--- config.mk ---
export PLATFORM = sky130hd
export DESIGN_NAME = ppo_top
export DESIGN_NICKNAME = d
export VERILOG_FILES = /design/src/rtl/ppo_pkg.sv /design/src/rtl/ppo_top.sv /design/src/rtl/ppo_pin_mux.sv
export SDC_FILE = /design/constraint.sdc
export NUM_CORES = 1
export LEC_CHECK = 0
export BUFFER_PORTS_ARGS = -buffer_cell sky130_fd_sc_hd__buf_2
export CAP_MARGIN = 30
export CORE_MARGIN = 2
export CORE_UTILIZATION = 45
export DETAILED_ROUTE_END_ITERATION = 10
export PLACE_DENSITY = 0.75
export SYNTH_ARGS = -nofsm -noshare
export SYNTH_HDL_FRONTEND = slang
export SYNTH_HIERARCHICAL = 1
export SYNTH_SLANG_ARGS = --single-unit
--- constraint.sdc ---
create_clock -name aclk -period 1.6 [get_ports aclk]
set_input_delay 0.24 -clock aclk [delete_from_list [all_inputs] [get_ports aclk]]
set_output_delay 0.24 -clock aclk [all_outputs]
set_load 0.03 [all_outputs]
--- src/rtl/ppo_pkg.sv ---
package ppo_pkg;
  localparam int unsigned ADDR_W        = 4;
  localparam logic [3:0]  OVR_CTRL_OFS  = 4'h0;
  localparam logic [3:0]  DUTY_ONE_OFS  = 4'h4;
  localparam logic [3:0]  POLARITY_OFS  = 4'h8;
  localparam logic [3:0]  PIN_STATE_OFS = 4'hC;
  localparam int unsigned LEVEL_LSB     = 0;
  localparam int unsigned SELECT_LSB    = 8;
  localparam int unsigned PIN_COUNT     = 8;
  localparam logic [15:0] OVR_CTRL_RST  = 16'hFF00;
  localparam logic [15:0] DUTY_ONE_RST  = 16'h0000;
  localparam logic [7:0]  POLARITY_RST  = 8'h00;
  localparam logic [1:0]  RESP_OKAY     = 2'h0;
  localparam logic [1:0]  RESP_SLVERR   = 2'h2;
endpackage : ppo_pkg

--- src/rtl/ppo_top.sv ---
// Functional notes
// - select bit one: pin follows generator
// - select bit zero: pin follows manual level
// - manual one drives pin active
// - manual zero drives pin inactive
// - levels bits 7..0, selects 15..8
`timescale 1ns/1ps
`default_nettype none
module ppo_top #(
  parameter int unsigned N = 8
) (
  input  wire logic         aclk,
  input  wire logic         aresetn,
  input  wire logic [3:0]   s_axi_awaddr,
  input  wire logic         s_axi_awvalid,
  output logic              s_axi_awready,
  input  wire logic [31:0]  s_axi_wdata,
  input  wire logic [3:0]   s_axi_wstrb,
  input  wire logic         s_axi_wvalid,
  output logic              s_axi_wready,
  output logic [1:0]        s_axi_bresp,
  output logic              s_axi_bvalid,
  input  wire logic         s_axi_bready,
  input  wire logic [3:0]   s_axi_araddr,
  input  wire logic         s_axi_arvalid,
  output logic              s_axi_arready,
  output logic [31:0]       s_axi_rdata,
  output logic [1:0]        s_axi_rresp,
  output logic              s_axi_rvalid,
  input  wire logic         s_axi_rready,
  input  wire logic [N-1:0] gen_active,
  output logic [N-1:0]      pin_out
);
  ////////////////////////////////////////////////////////////////////////////
  logic [15:0]  ovr_ctrl, next_ovr_ctrl;
  logic [15:0]  duty_one, next_duty_one;
  logic [7:0]   polarity, next_polarity;
  logic         aw_held, next_aw_held;
  logic         w_held, next_w_held;
  logic [3:0]   aw_addr, next_aw_addr;
  logic [31:0]  w_data, next_w_data;
  logic [3:0]   w_strb, next_w_strb;
  logic         bvalid, next_bvalid;
  logic [1:0]   bresp, next_bresp;
  logic         rvalid, next_rvalid;
  logic [31:0]  rdata, next_rdata;
  logic [1:0]   rresp, next_rresp;
  logic [N-1:0] mux_level;
  logic [N-1:0] next_pin;
  logic         do_write;
  logic         awready, next_awready;
  logic         wready, next_wready;
  logic         arready, next_arready;

  // readies leave flops; same timing as the held flags they mirror
  assign s_axi_awready = awready;
  assign s_axi_wready  = wready;
  assign s_axi_arready = arready;
  assign s_axi_bvalid  = bvalid;
  assign s_axi_bresp   = bresp;
  assign s_axi_rvalid  = rvalid;
  assign s_axi_rdata   = rdata;
  assign s_axi_rresp   = rresp;
  assign do_write      = aw_held && w_held && !bvalid;

  ////////////////////////////////////////////////////////////////////////////
  // write path; address and data taken in either order
  always_comb begin
    next_aw_held  = aw_held;
    next_w_held   = w_held;
    next_aw_addr  = aw_addr;
    next_w_data   = w_data;
    next_w_strb   = w_strb;
    next_bvalid   = bvalid;
    next_bresp    = bresp;
    next_ovr_ctrl = ovr_ctrl;
    next_duty_one = duty_one;
    next_polarity = polarity;
    if (s_axi_awvalid && s_axi_awready) begin
      next_aw_held = 1'b1;
      next_aw_addr = s_axi_awaddr;
    end
    if (s_axi_wvalid && s_axi_wready) begin
      next_w_held = 1'b1;
      next_w_data = s_axi_wdata;
      next_w_strb = s_axi_wstrb;
    end
    if (do_write) begin
      next_aw_held = 1'b0;
      next_w_held  = 1'b0;
      next_bvalid  = 1'b1;
      next_bresp   = ppo_pkg::RESP_OKAY;
      case ({aw_addr[3:2], 2'b00})
        ppo_pkg::OVR_CTRL_OFS: begin
          // byte lanes follow the field split
          if (w_strb[0]) next_ovr_ctrl[7:0]  = w_data[7:0];
          if (w_strb[1]) next_ovr_ctrl[15:8] = w_data[15:8];
        end
        ppo_pkg::DUTY_ONE_OFS: begin
          if (w_strb[0]) next_duty_one[7:0]  = w_data[7:0];
          if (w_strb[1]) next_duty_one[15:8] = w_data[15:8];
        end
        ppo_pkg::POLARITY_OFS: begin
          if (w_strb[0]) next_polarity = w_data[7:0];
        end
        ppo_pkg::PIN_STATE_OFS: begin
          // read-only status; write accepted, no effect
        end
        default: next_bresp = ppo_pkg::RESP_SLVERR;
      endcase
    end
    if (bvalid && s_axi_bready) begin
      next_bvalid = 1'b0;
    end
    // ready is the registered image of the next held state
    next_awready = !next_aw_held && !next_bvalid;
    next_wready  = !next_w_held && !next_bvalid;
  end

  ////////////////////////////////////////////////////////////////////////////
  // read path; one cycle from address to data
  always_comb begin
    next_rvalid = rvalid;
    next_rdata  = rdata;
    next_rresp  = rresp;
    if (s_axi_arvalid && s_axi_arready) begin
      next_rvalid = 1'b1;
      next_rresp  = ppo_pkg::RESP_OKAY;
      case ({s_axi_araddr[3:2], 2'b00})
        ppo_pkg::OVR_CTRL_OFS:  next_rdata = {16'h0000, ovr_ctrl};
        ppo_pkg::DUTY_ONE_OFS:  next_rdata = {16'h0000, duty_one};
        ppo_pkg::POLARITY_OFS:  next_rdata = {24'h000000, polarity};
        ppo_pkg::PIN_STATE_OFS: next_rdata = {24'h000000, pin_out};
        default: begin
          next_rdata = 32'h00000000;
          next_rresp = ppo_pkg::RESP_SLVERR;
        end
      endcase
    end else if (rvalid && s_axi_rready) begin
      next_rvalid = 1'b0;
    end
    next_arready = !next_rvalid;
  end

  ////////////////////////////////////////////////////////////////////////////
  ppo_pin_mux #(
    .N (N)
  ) ppo_pin_mux_i (
    .select_bits (ovr_ctrl[ppo_pkg::SELECT_LSB +: N]),
    .level_bits  (ovr_ctrl[ppo_pkg::LEVEL_LSB +: N]),
    .gen_active  (gen_active),
    .invert      (polarity[N-1:0]),
    .pin_level   (mux_level)
  );

  // pins registered so outputs come from flops; one cycle of latency
  always_comb begin
    next_pin = mux_level;
  end

  ////////////////////////////////////////////////////////////////////////////
  always_ff @(posedge aclk) begin
    if (!aresetn) begin
      ovr_ctrl <= ppo_pkg::OVR_CTRL_RST;
      duty_one <= ppo_pkg::DUTY_ONE_RST;
      polarity <= ppo_pkg::POLARITY_RST;
      aw_held  <= 1'b0;
      w_held   <= 1'b0;
      aw_addr  <= 4'h0;
      w_data   <= 32'h00000000;
      w_strb   <= 4'h0;
      bvalid   <= 1'b0;
      bresp    <= ppo_pkg::RESP_OKAY;
      rvalid   <= 1'b0;
      rdata    <= 32'h00000000;
      rresp    <= ppo_pkg::RESP_OKAY;
      pin_out  <= '0;
      awready  <= 1'b1;
      wready   <= 1'b1;
      arready  <= 1'b1;
    end else begin
      ovr_ctrl <= next_ovr_ctrl;
      duty_one <= next_duty_one;
      polarity <= next_polarity;
      aw_held  <= next_aw_held;
      w_held   <= next_w_held;
      aw_addr  <= next_aw_addr;
      w_data   <= next_w_data;
      w_strb   <= next_w_strb;
      bvalid   <= next_bvalid;
      bresp    <= next_bresp;
      rvalid   <= next_rvalid;
      rdata    <= next_rdata;
      rresp    <= next_rresp;
      pin_out  <= next_pin;
      awready  <= next_awready;
      wready   <= next_wready;
      arready  <= next_arready;
    end
  end

  ////////////////////////////////////////////////////////////////////////////
  // checks
  a_gen_follow: assert property (@(posedge aclk) disable iff (!aresetn)
    ovr_ctrl[8] |=> pin_out[0] == ($past(gen_active[0]) ^ $past(polarity[0])))
    else $error("pin 0 not following generator");
  a_manual_level: assert property (@(posedge aclk) disable iff (!aresetn)
    !ovr_ctrl[15] |=> pin_out[7] == ($past(ovr_ctrl[7]) ^ $past(polarity[7])))
    else $error("pin 7 not following manual level");
  a_manual_active: assert property (@(posedge aclk) disable iff (!aresetn)
    (!ovr_ctrl[9] && ovr_ctrl[1] && !polarity[1]) |=> pin_out[1])
    else $error("manual active not driven");
  a_manual_idle: assert property (@(posedge aclk) disable iff (!aresetn)
    (!ovr_ctrl[10] && !ovr_ctrl[2] && !polarity[2]) |=> !pin_out[2])
    else $error("manual inactive not driven");
  a_ctrl_write: assert property (@(posedge aclk) disable iff (!aresetn)
    (do_write && aw_addr[3:2] == 2'b00 && w_strb[1:0] == 2'b11)
      |=> ovr_ctrl == $past(w_data[15:0]))
    else $error("override control write lost");
  a_duty_write: assert property (@(posedge aclk) disable iff (!aresetn)
    (do_write && aw_addr[3:2] == 2'b01 && w_strb[1:0] == 2'b11)
      |=> duty_one == $past(w_data[15:0]))
    else $error("duty write lost");
  a_duty_reset: assert property (@(posedge aclk)
    !aresetn |=> duty_one == 16'h0000)
    else $error("duty not zero after reset");
  a_polarity_inv: assert property (@(posedge aclk) disable iff (!aresetn)
    (!ovr_ctrl[11] && ovr_ctrl[3] && polarity[3]) |=> !pin_out[3])
    else $error("inverted active not low");
  a_resp_hold: assert property (@(posedge aclk) disable iff (!aresetn)
    (rvalid && !s_axi_rready) |=> (rvalid && $stable(rdata)))
    else $error("read answer dropped");

  ////////////////////////////////////////////////////////////////////////////
  // bus handshake
  a_bresp_hold: assert property (@(posedge aclk) disable iff (!aresetn)
    (bvalid && !s_axi_bready) |=> (bvalid && $stable(bresp)))
    else $error("write answer dropped");
  a_write_answer: assert property (@(posedge aclk) disable iff (!aresetn)
    do_write |=> bvalid)
    else $error("write answer missing");
  a_read_answer: assert property (@(posedge aclk) disable iff (!aresetn)
    (s_axi_arvalid && s_axi_arready) |=> rvalid)
    else $error("read answer missing");
  a_write_refuse: assert property (@(posedge aclk) disable iff (!aresetn)
    bvalid |-> (!s_axi_awready && !s_axi_wready))
    else $error("write taken while answer pending");
  a_read_refuse: assert property (@(posedge aclk) disable iff (!aresetn)
    rvalid |-> !s_axi_arready)
    else $error("read taken while answer pending");
  a_upper_zero: assert property (@(posedge aclk) disable iff (!aresetn)
    rvalid |-> rdata[31:16] == 16'h0000)
    else $error("upper read half not zero");

  ////////////////////////////////////////////////////////////////////////////
  // register fields
  a_level_write: assert property (@(posedge aclk) disable iff (!aresetn)
    (do_write && aw_addr[3:2] == 2'b00 && w_strb[1:0] == 2'b01)
      |=> ovr_ctrl == {$past(ovr_ctrl[15:8]), $past(w_data[7:0])})
    else $error("manual level lane write lost");
  a_read_lane: assert property (@(posedge aclk) disable iff (!aresetn)
    (s_axi_arvalid && s_axi_arready && s_axi_araddr[3:2] == 2'b00)
      |=> rdata == {16'h0000, $past(ovr_ctrl)})
    else $error("override control read wrong");
  a_ctrl_reset: assert property (@(posedge aclk)
    !aresetn |=> ovr_ctrl == ppo_pkg::OVR_CTRL_RST)
    else $error("override control reset value wrong");
  a_ovr_keep: assert property (@(posedge aclk) disable iff (!aresetn)
    !do_write |=> $stable(ovr_ctrl))
    else $error("override control moved without write");
  a_duty_lane: assert property (@(posedge aclk) disable iff (!aresetn)
    (do_write && aw_addr[3:2] == 2'b01 && w_strb[1:0] == 2'b10)
      |=> duty_one == {$past(w_data[15:8]), $past(duty_one[7:0])})
    else $error("duty upper lane write lost");
  a_duty_read: assert property (@(posedge aclk) disable iff (!aresetn)
    (s_axi_arvalid && s_axi_arready && s_axi_araddr[3:2] == 2'b01)
      |=> rdata == {16'h0000, $past(duty_one)})
    else $error("duty read wrong");
  a_duty_keep: assert property (@(posedge aclk) disable iff (!aresetn)
    !do_write |=> $stable(duty_one))
    else $error("duty moved without write");
  a_pol_keep: assert property (@(posedge aclk) disable iff (!aresetn)
    !do_write |=> $stable(polarity))
    else $error("polarity moved without write");
  a_state_ro: assert property (@(posedge aclk) disable iff (!aresetn)
    (do_write && aw_addr[3:2] == 2'b11)
      |=> ($stable(ovr_ctrl) && $stable(duty_one) && $stable(polarity)))
    else $error("pin state write had an effect");
  a_pin_reset: assert property (@(posedge aclk)
    !aresetn |=> pin_out == '0)
    else $error("pins not low in reset");

  ////////////////////////////////////////////////////////////////////////////
  // every pin against its selected source
  genvar k;
  generate
    for (k = 0; k < N; k++) begin : g_pin_chk
      a_pin_path: assert property (@(posedge aclk) disable iff (!aresetn)
        1'b1 |=> pin_out[k] == (($past(ovr_ctrl[ppo_pkg::SELECT_LSB + k])
          ? $past(gen_active[k]) : $past(ovr_ctrl[ppo_pkg::LEVEL_LSB + k]))
          ^ $past(polarity[k])))
        else $error("pin not following its source");
    end
  endgenerate
endmodule : ppo_top
`default_nettype wire

--- src/rtl/ppo_pin_mux.sv ---
`timescale 1ns/1ps
`default_nettype none
module ppo_pin_mux #(
  parameter int unsigned N = 8
) (
  input  wire logic [N-1:0] select_bits,
  input  wire logic [N-1:0] level_bits,
  input  wire logic [N-1:0] gen_active,
  input  wire logic [N-1:0] invert,
  output logic      [N-1:0] pin_level
);
  genvar i;
  generate
    for (i = 0; i < N; i++) begin : g_pin
      logic active;
      // generator when selected, else manual level
      assign active = select_bits[i] ? gen_active[i] : level_bits[i];
      // active maps to high unless inverted
      assign pin_level[i] = active ^ invert[i];
    end
  endgenerate
endmodule : ppo_pin_mux
`default_nettype wire

# ---- Word-level counts from Yosys, hierarchy flattened
# Index checks and enable logic that the tools add are counted.
dict set report totals {
  ff_bits 109
  input_bits 59
  out_inout_bits 49
  elab_cells 68
}
dict set report classes {
  eq_ne 5
  muxes 17
  bitwise_logic 8
  reduce_logical 21
}
# cell count
set op_table {}
lappend op_table {{$pmux W32 S4} 1}
lappend op_table {{$mux W1} 16}
lappend op_table {{$reduce_and A3 Y1} 5}
lappend op_table {{$logic_and A1 B1 Y1} 9}
lappend op_table {{$xor A1 B1 Y1} 8}
lappend op_table {{$eq A2 B2 Y1 const B} 3}
lappend op_table {{$logic_not A1 Y1} 5}
lappend op_table {{$eq A2 B1 Y1 const B} 2}
lappend op_table {{$logic_not A2 Y1} 2}

# ---- Longest topological paths before layout
dict set report logic_depth {
  word_depth 6
  ltp_mapped 5
  depth_no_buf 3
}

# ---- By module
# Netlist, hierarchy kept.
# module n_inst cells_each area_per_inst_um2 seq_area_each_um2
set modules_own_cells {}
lappend modules_own_cells {ppo_top 1 396 3778.6 1821.7}
lappend modules_own_cells {ppo_pin_mux 1 16 150.1 0.0}

# ---- Worst setup path before layout
# No wires, ideal clock.
dict set report synth_timing {
  kind {register to register}
  startpoint {reg bvalid, in the netlist s_axi_bvalid}
  endpoint {reg polarity[4]}
  setup_time_ns 0.120
  arrival_time_ns 1.338
  required_ns 1.480
  slack_ns 0.142
  path_stages_with_launch 6
  n_path_buf 2
  synth_period_minus_slack_ns 1.458
  path_cell_list {dfxtp_1 -> and4bb_1 -> buf_6 -> and3_1 -> buf_6 -> mux2i_1}
}
dict set report synth_between {
  elab_chain_cells 3
}
# element line
set synth_lines {}
lappend synth_lines {{start, declared} ppo_top.sv:43} ;# logic bvalid, next_bvalid;
lappend synth_lines {{start signal, assigned} ppo_top.sv:190} ;# bvalid <= next_bvalid;
lappend synth_lines {{$logic_not A1 Y1} ppo_top.sv:64} ;# assign do_write = aw_held && w_held && !bvalid;
lappend synth_lines {{$logic_and A1 B1 Y1} ppo_top.sv:64}
lappend synth_lines {{$reduce_and A3 Y1 (no source line)} --}
lappend synth_lines {{end signal, assigned} ppo_top.sv:166} ;# polarity <= ppo_pkg::POLARITY_RST;
lappend synth_lines {{end signal, assigned} ppo_top.sv:184} ;# polarity <= next_polarity;
lappend synth_lines {{end, declared} ppo_top.sv:37} ;# logic [7:0] polarity, next_polarity;
# Every way passes these cells.
# A chain may end at the register's enable or synchronous reset.

# ---- Worst setup path after layout
dict set report layout_timing {
  startpoint {reg w_held}
  endpoint {reg duty_one[0]}
}
dict set report layout_between {
  elab_chain_cells 3
}
# element line
set layout_lines {}
lappend layout_lines {{start, declared} ppo_top.sv:39} ;# logic w_held, next_w_held;
lappend layout_lines {{start signal, assigned} ppo_top.sv:186} ;# w_held <= next_w_held;
lappend layout_lines {{$logic_and A1 B1 Y1 (2 in a row)} ppo_top.sv:64}
lappend layout_lines {{$reduce_and A3 Y1 (no source line)} --}
lappend layout_lines {{end signal, assigned} ppo_top.sv:165} ;# duty_one <= ppo_pkg::DUTY_ONE_RST;
lappend layout_lines {{end signal, assigned} ppo_top.sv:183} ;# duty_one <= next_duty_one;
lappend layout_lines {{end, declared} ppo_top.sv:36} ;# logic [15:0] duty_one, next_duty_one;
# Every way passes these cells.

==> results.sh <==
export IMPL_cts_setup_buffers=0
export IMPL_place_area_um2=4309
export IMPL_ys_flop_type="dfxtp_1"
export IMPL_coreArea_um2=8593
export IMPL_grt_pass1_vias=2814
export IMPL_cts_root_buf="clkbuf_8"
export IMPL_cts_resized_gates=0
export IMPL_whs_endpoint="w_data[8]$_SDFFE_PN0P_"
export IMPL_setup_violations_final=0
export IMPL_grt_use_total_pct=17.92
export IMPL_p_per_area_nw_per_um2=1000
export IMPL_die_area_um2=9494
export IMPL_die_w_um=97.44
export IMPL_cp_required_ps=1880
export IMPL_syn_avg_cell_area_um2=9.536
export IMPL_die_h_um=97.44
export IMPL_fmax_mhz=743.0
export IMPL_hold_depth=3
export IMPL_top_layer_used="met4"
export IMPL_multi_input_area_um2=1867
export IMPL_met2WireLength_mm=3.752
export IMPL_grt_max_degree=98
export IMPL_syn_to_final_growth_pct=15.10
export IMPL_holdCritPathClass="in -> reg"
export IMPL_drcViolationCount=0
export IMPL_port_buffers=65
export IMPL_io_pins=108
export IMPL_vias=2909
export IMPL_post_route_cell_area_um2=4522
export IMPL_final_nets=534
export IMPL_r2r_setup_slack_ps=250
export IMPL_wl_met3_um=435
export IMPL_async_flop_share_pct=0
export IMPL_rows=34
export IMPL_clk_path_buf_depth=2
export IMPL_cts_tree="yes"
export IMPL_startpoint_type="flop"
export IMPL_firstDrtPassIters=5
export IMPL_end_kind="flop"
export IMPL_gr_total_overflow=0
export IMPL_hold_start="s_axi_wdata[8]"
export IMPL_tns_ps=0
export IMPL_wl_per_cell_um=14.18
export IMPL_layout_common_cells="nand2_1 (92), dfxtp_1 (91), buf_2 (65), mux2i_1 (64), a21boi_0 (22)"
export IMPL_rr_worst_depth=4
export IMPL_period_needed_ps=1346
export IMPL_worstSkewPairLatency_ps=350
export IMPL_synth_distinct_cells=30
export IMPL_wirelength_mm=8.322
export IMPL_yosys_warnings=6
export IMPL_critPathArrivalTime_ps=1620
export IMPL_hold_viol=0
export IMPL_synth_seq_area_share_pct=46.37
export IMPL_cts_sinks=91
export IMPL_layout_drive_gt1_share_pct=19.62
export IMPL_final_antenna_net_count=0
export IMPL_cellLeakagePower_nw=1.995
export IMPL_grt_pass1_wl_mm=13.59
export IMPL_yosys_top_cells_area="dfxtp_1 (46%), mux2i_1 (16%), nand2_1 (8.8%), a21boi_0 (4.2%), buf_4 (3.8%)"
export IMPL_place_congestion=0.7986
export IMPL_start_util_pct=45.72
export IMPL_total_power_mw=4.523
export IMPL_crit_fanout=8
export IMPL_rsz0062_at_grt="false"
export IMPL_r2r_start="w_held$_SDFF_PN0_"
export IMPL_ir_worst_vdd_uv=409.9
export IMPL_period_share_pct=84.12
export IMPL_fin_skew_ps=9.251
export IMPL_crit_type="reg -> reg"
export IMPL_filler_cell_count=812
export IMPL_syn_cell_area_um2=3929
export IMPL_synth_edf_count=0
export IMPL_drtIter0Drc=135
export IMPL_outcome="completed"
export IMPL_synth_seq_cells=91
export IMPL_syn_inst=412
export IMPL_cap_violations=0
export IMPL_synth_top_area_share_pct=46.37
export IMPL_dpl_hpwl_mm=5.795
export IMPL_holdBufCountCts=0
export IMPL_yosysTopAreaCell="dfxtp_1"
export IMPL_slew_viol_final=0
export IMPL_diodes=0
export IMPL_final_common_cell="nand2_1"
export IMPL_r2r_end="duty_one[0]$_SDFFE_PN0P_"
export IMPL_cts_max_level=3
export IMPL_antenna_found_initial=0
export IMPL_vias_per_cell=4.956
export IMPL_register_area_um2=1822
export IMPL_wirelength_met1_mm=4.041
export IMPL_clkSlewWorstSetupHoldPaths_ps=80
export IMPL_cts_made_buffers=9
==> through the flow <==
stage	hold slack [ps]	setup slack, ps	cells	util, %
2_1_floorplan	384.9	141.5	431	-
3_3_place_gp	442.9	227.8	572	50.15
3_5_place_dp	453.6	247.8	572	50.15
4_1_cts	108.0	239.1	587	52.62
5_1_grt	117.2	81.77	587	52.62
6_report	125.0	254.2	587	52.62
==> area by class of cell <==
cell class | instances | area share, %
inverters | 10 | 0.8301
well taps | 108 | 2.988
flip-flops and latches | 91 | 40.29
clock buffers | 14 | 4.040
repair buffers | 78 | 9.906
clock inverters | 1 | 0.6641
multi-input cells | 285 | 41.28
==> worst max-delay path by stage <==
stage	startpoint	endpoint	slack, ps	cells after the start
floorplan	s_axi_bvalid$_SDFF_PN0_	polarity[4]$_SDFFE_PN0P_	140	5
global placement	s_axi_araddr[2]	s_axi_rdata[7]$_SDFFE_PN0P_	230	3
detailed placement	s_axi_araddr[2]	s_axi_rdata[7]$_SDFFE_PN0P_	250	3
CTS	s_axi_bvalid$_SDFF_PN0_	duty_one[0]$_SDFFE_PN0P_	240	4
global route	w_held$_SDFF_PN0_	duty_one[2]$_SDFFE_PN0P_	80	4
finish	w_held$_SDFF_PN0_	duty_one[0]$_SDFFE_PN0P_	250	4
==> cells in the mapped netlist, types with 8 or more instances <==
cell type  instances
nand3_1           10
o2bb2ai_1          8
o221ai_1           8
mux2i_1           64
clkbuf_1           8
inv_1             10
buf_4             20
xnor2_1            8
buf_2             12
dfxtp_1           91
nand4b_1          10
o211ai_1           8
and2_1            18
nand2_1           92
a21boi_0          22
==> kinds of logic (layout without fill, tap and decap cells) <==
family                 count (synthesis)  in the layout  share of synthesized area (%)
XOR/XNOR                               8              8                          1.784
multiplexers                          64             64                          16.31
AND/OR/NAND/NOR                      142            142                          17.39
buffers and inverters                 55            103                          7.930
flip-flops                            91             91                          46.37
other                                  1             20                        0.09545
AO/OA/AOI/OAI                         51             51                          10.13
==> critical path: stages (launching register included) <==
cell and delay [ps]:
dfxtp_1 420, nand4b_1 180, nor3b_1 230, buf_4 240, mux2i_1 200
==> power by group <==
part,internal (mW),switching (mW)
sequential,2.33,0.0546
clock,0.887,0.765
combinational,0.169,0.315
total,3.39,1.13
==> state kept, by name, indices dropped and copies added (netlist names), 2 cells and up <==
register and count:
pin_out 8, w_data 16, aw_addr 2, polarity 8, w_strb 2, duty_one 16
s_axi_rdata 16, ovr_ctrl 16
==> layer usage <==
metal | vias to the layer above | track usage, %
met2 | 80 | 27.32
met3 | 5 | 4.964
li1 | 1487 | -
met4 | 0 | 5.662
met1 | 1337 | 24.76
met5 | - | 0
(Power assumes the default switching activity.)
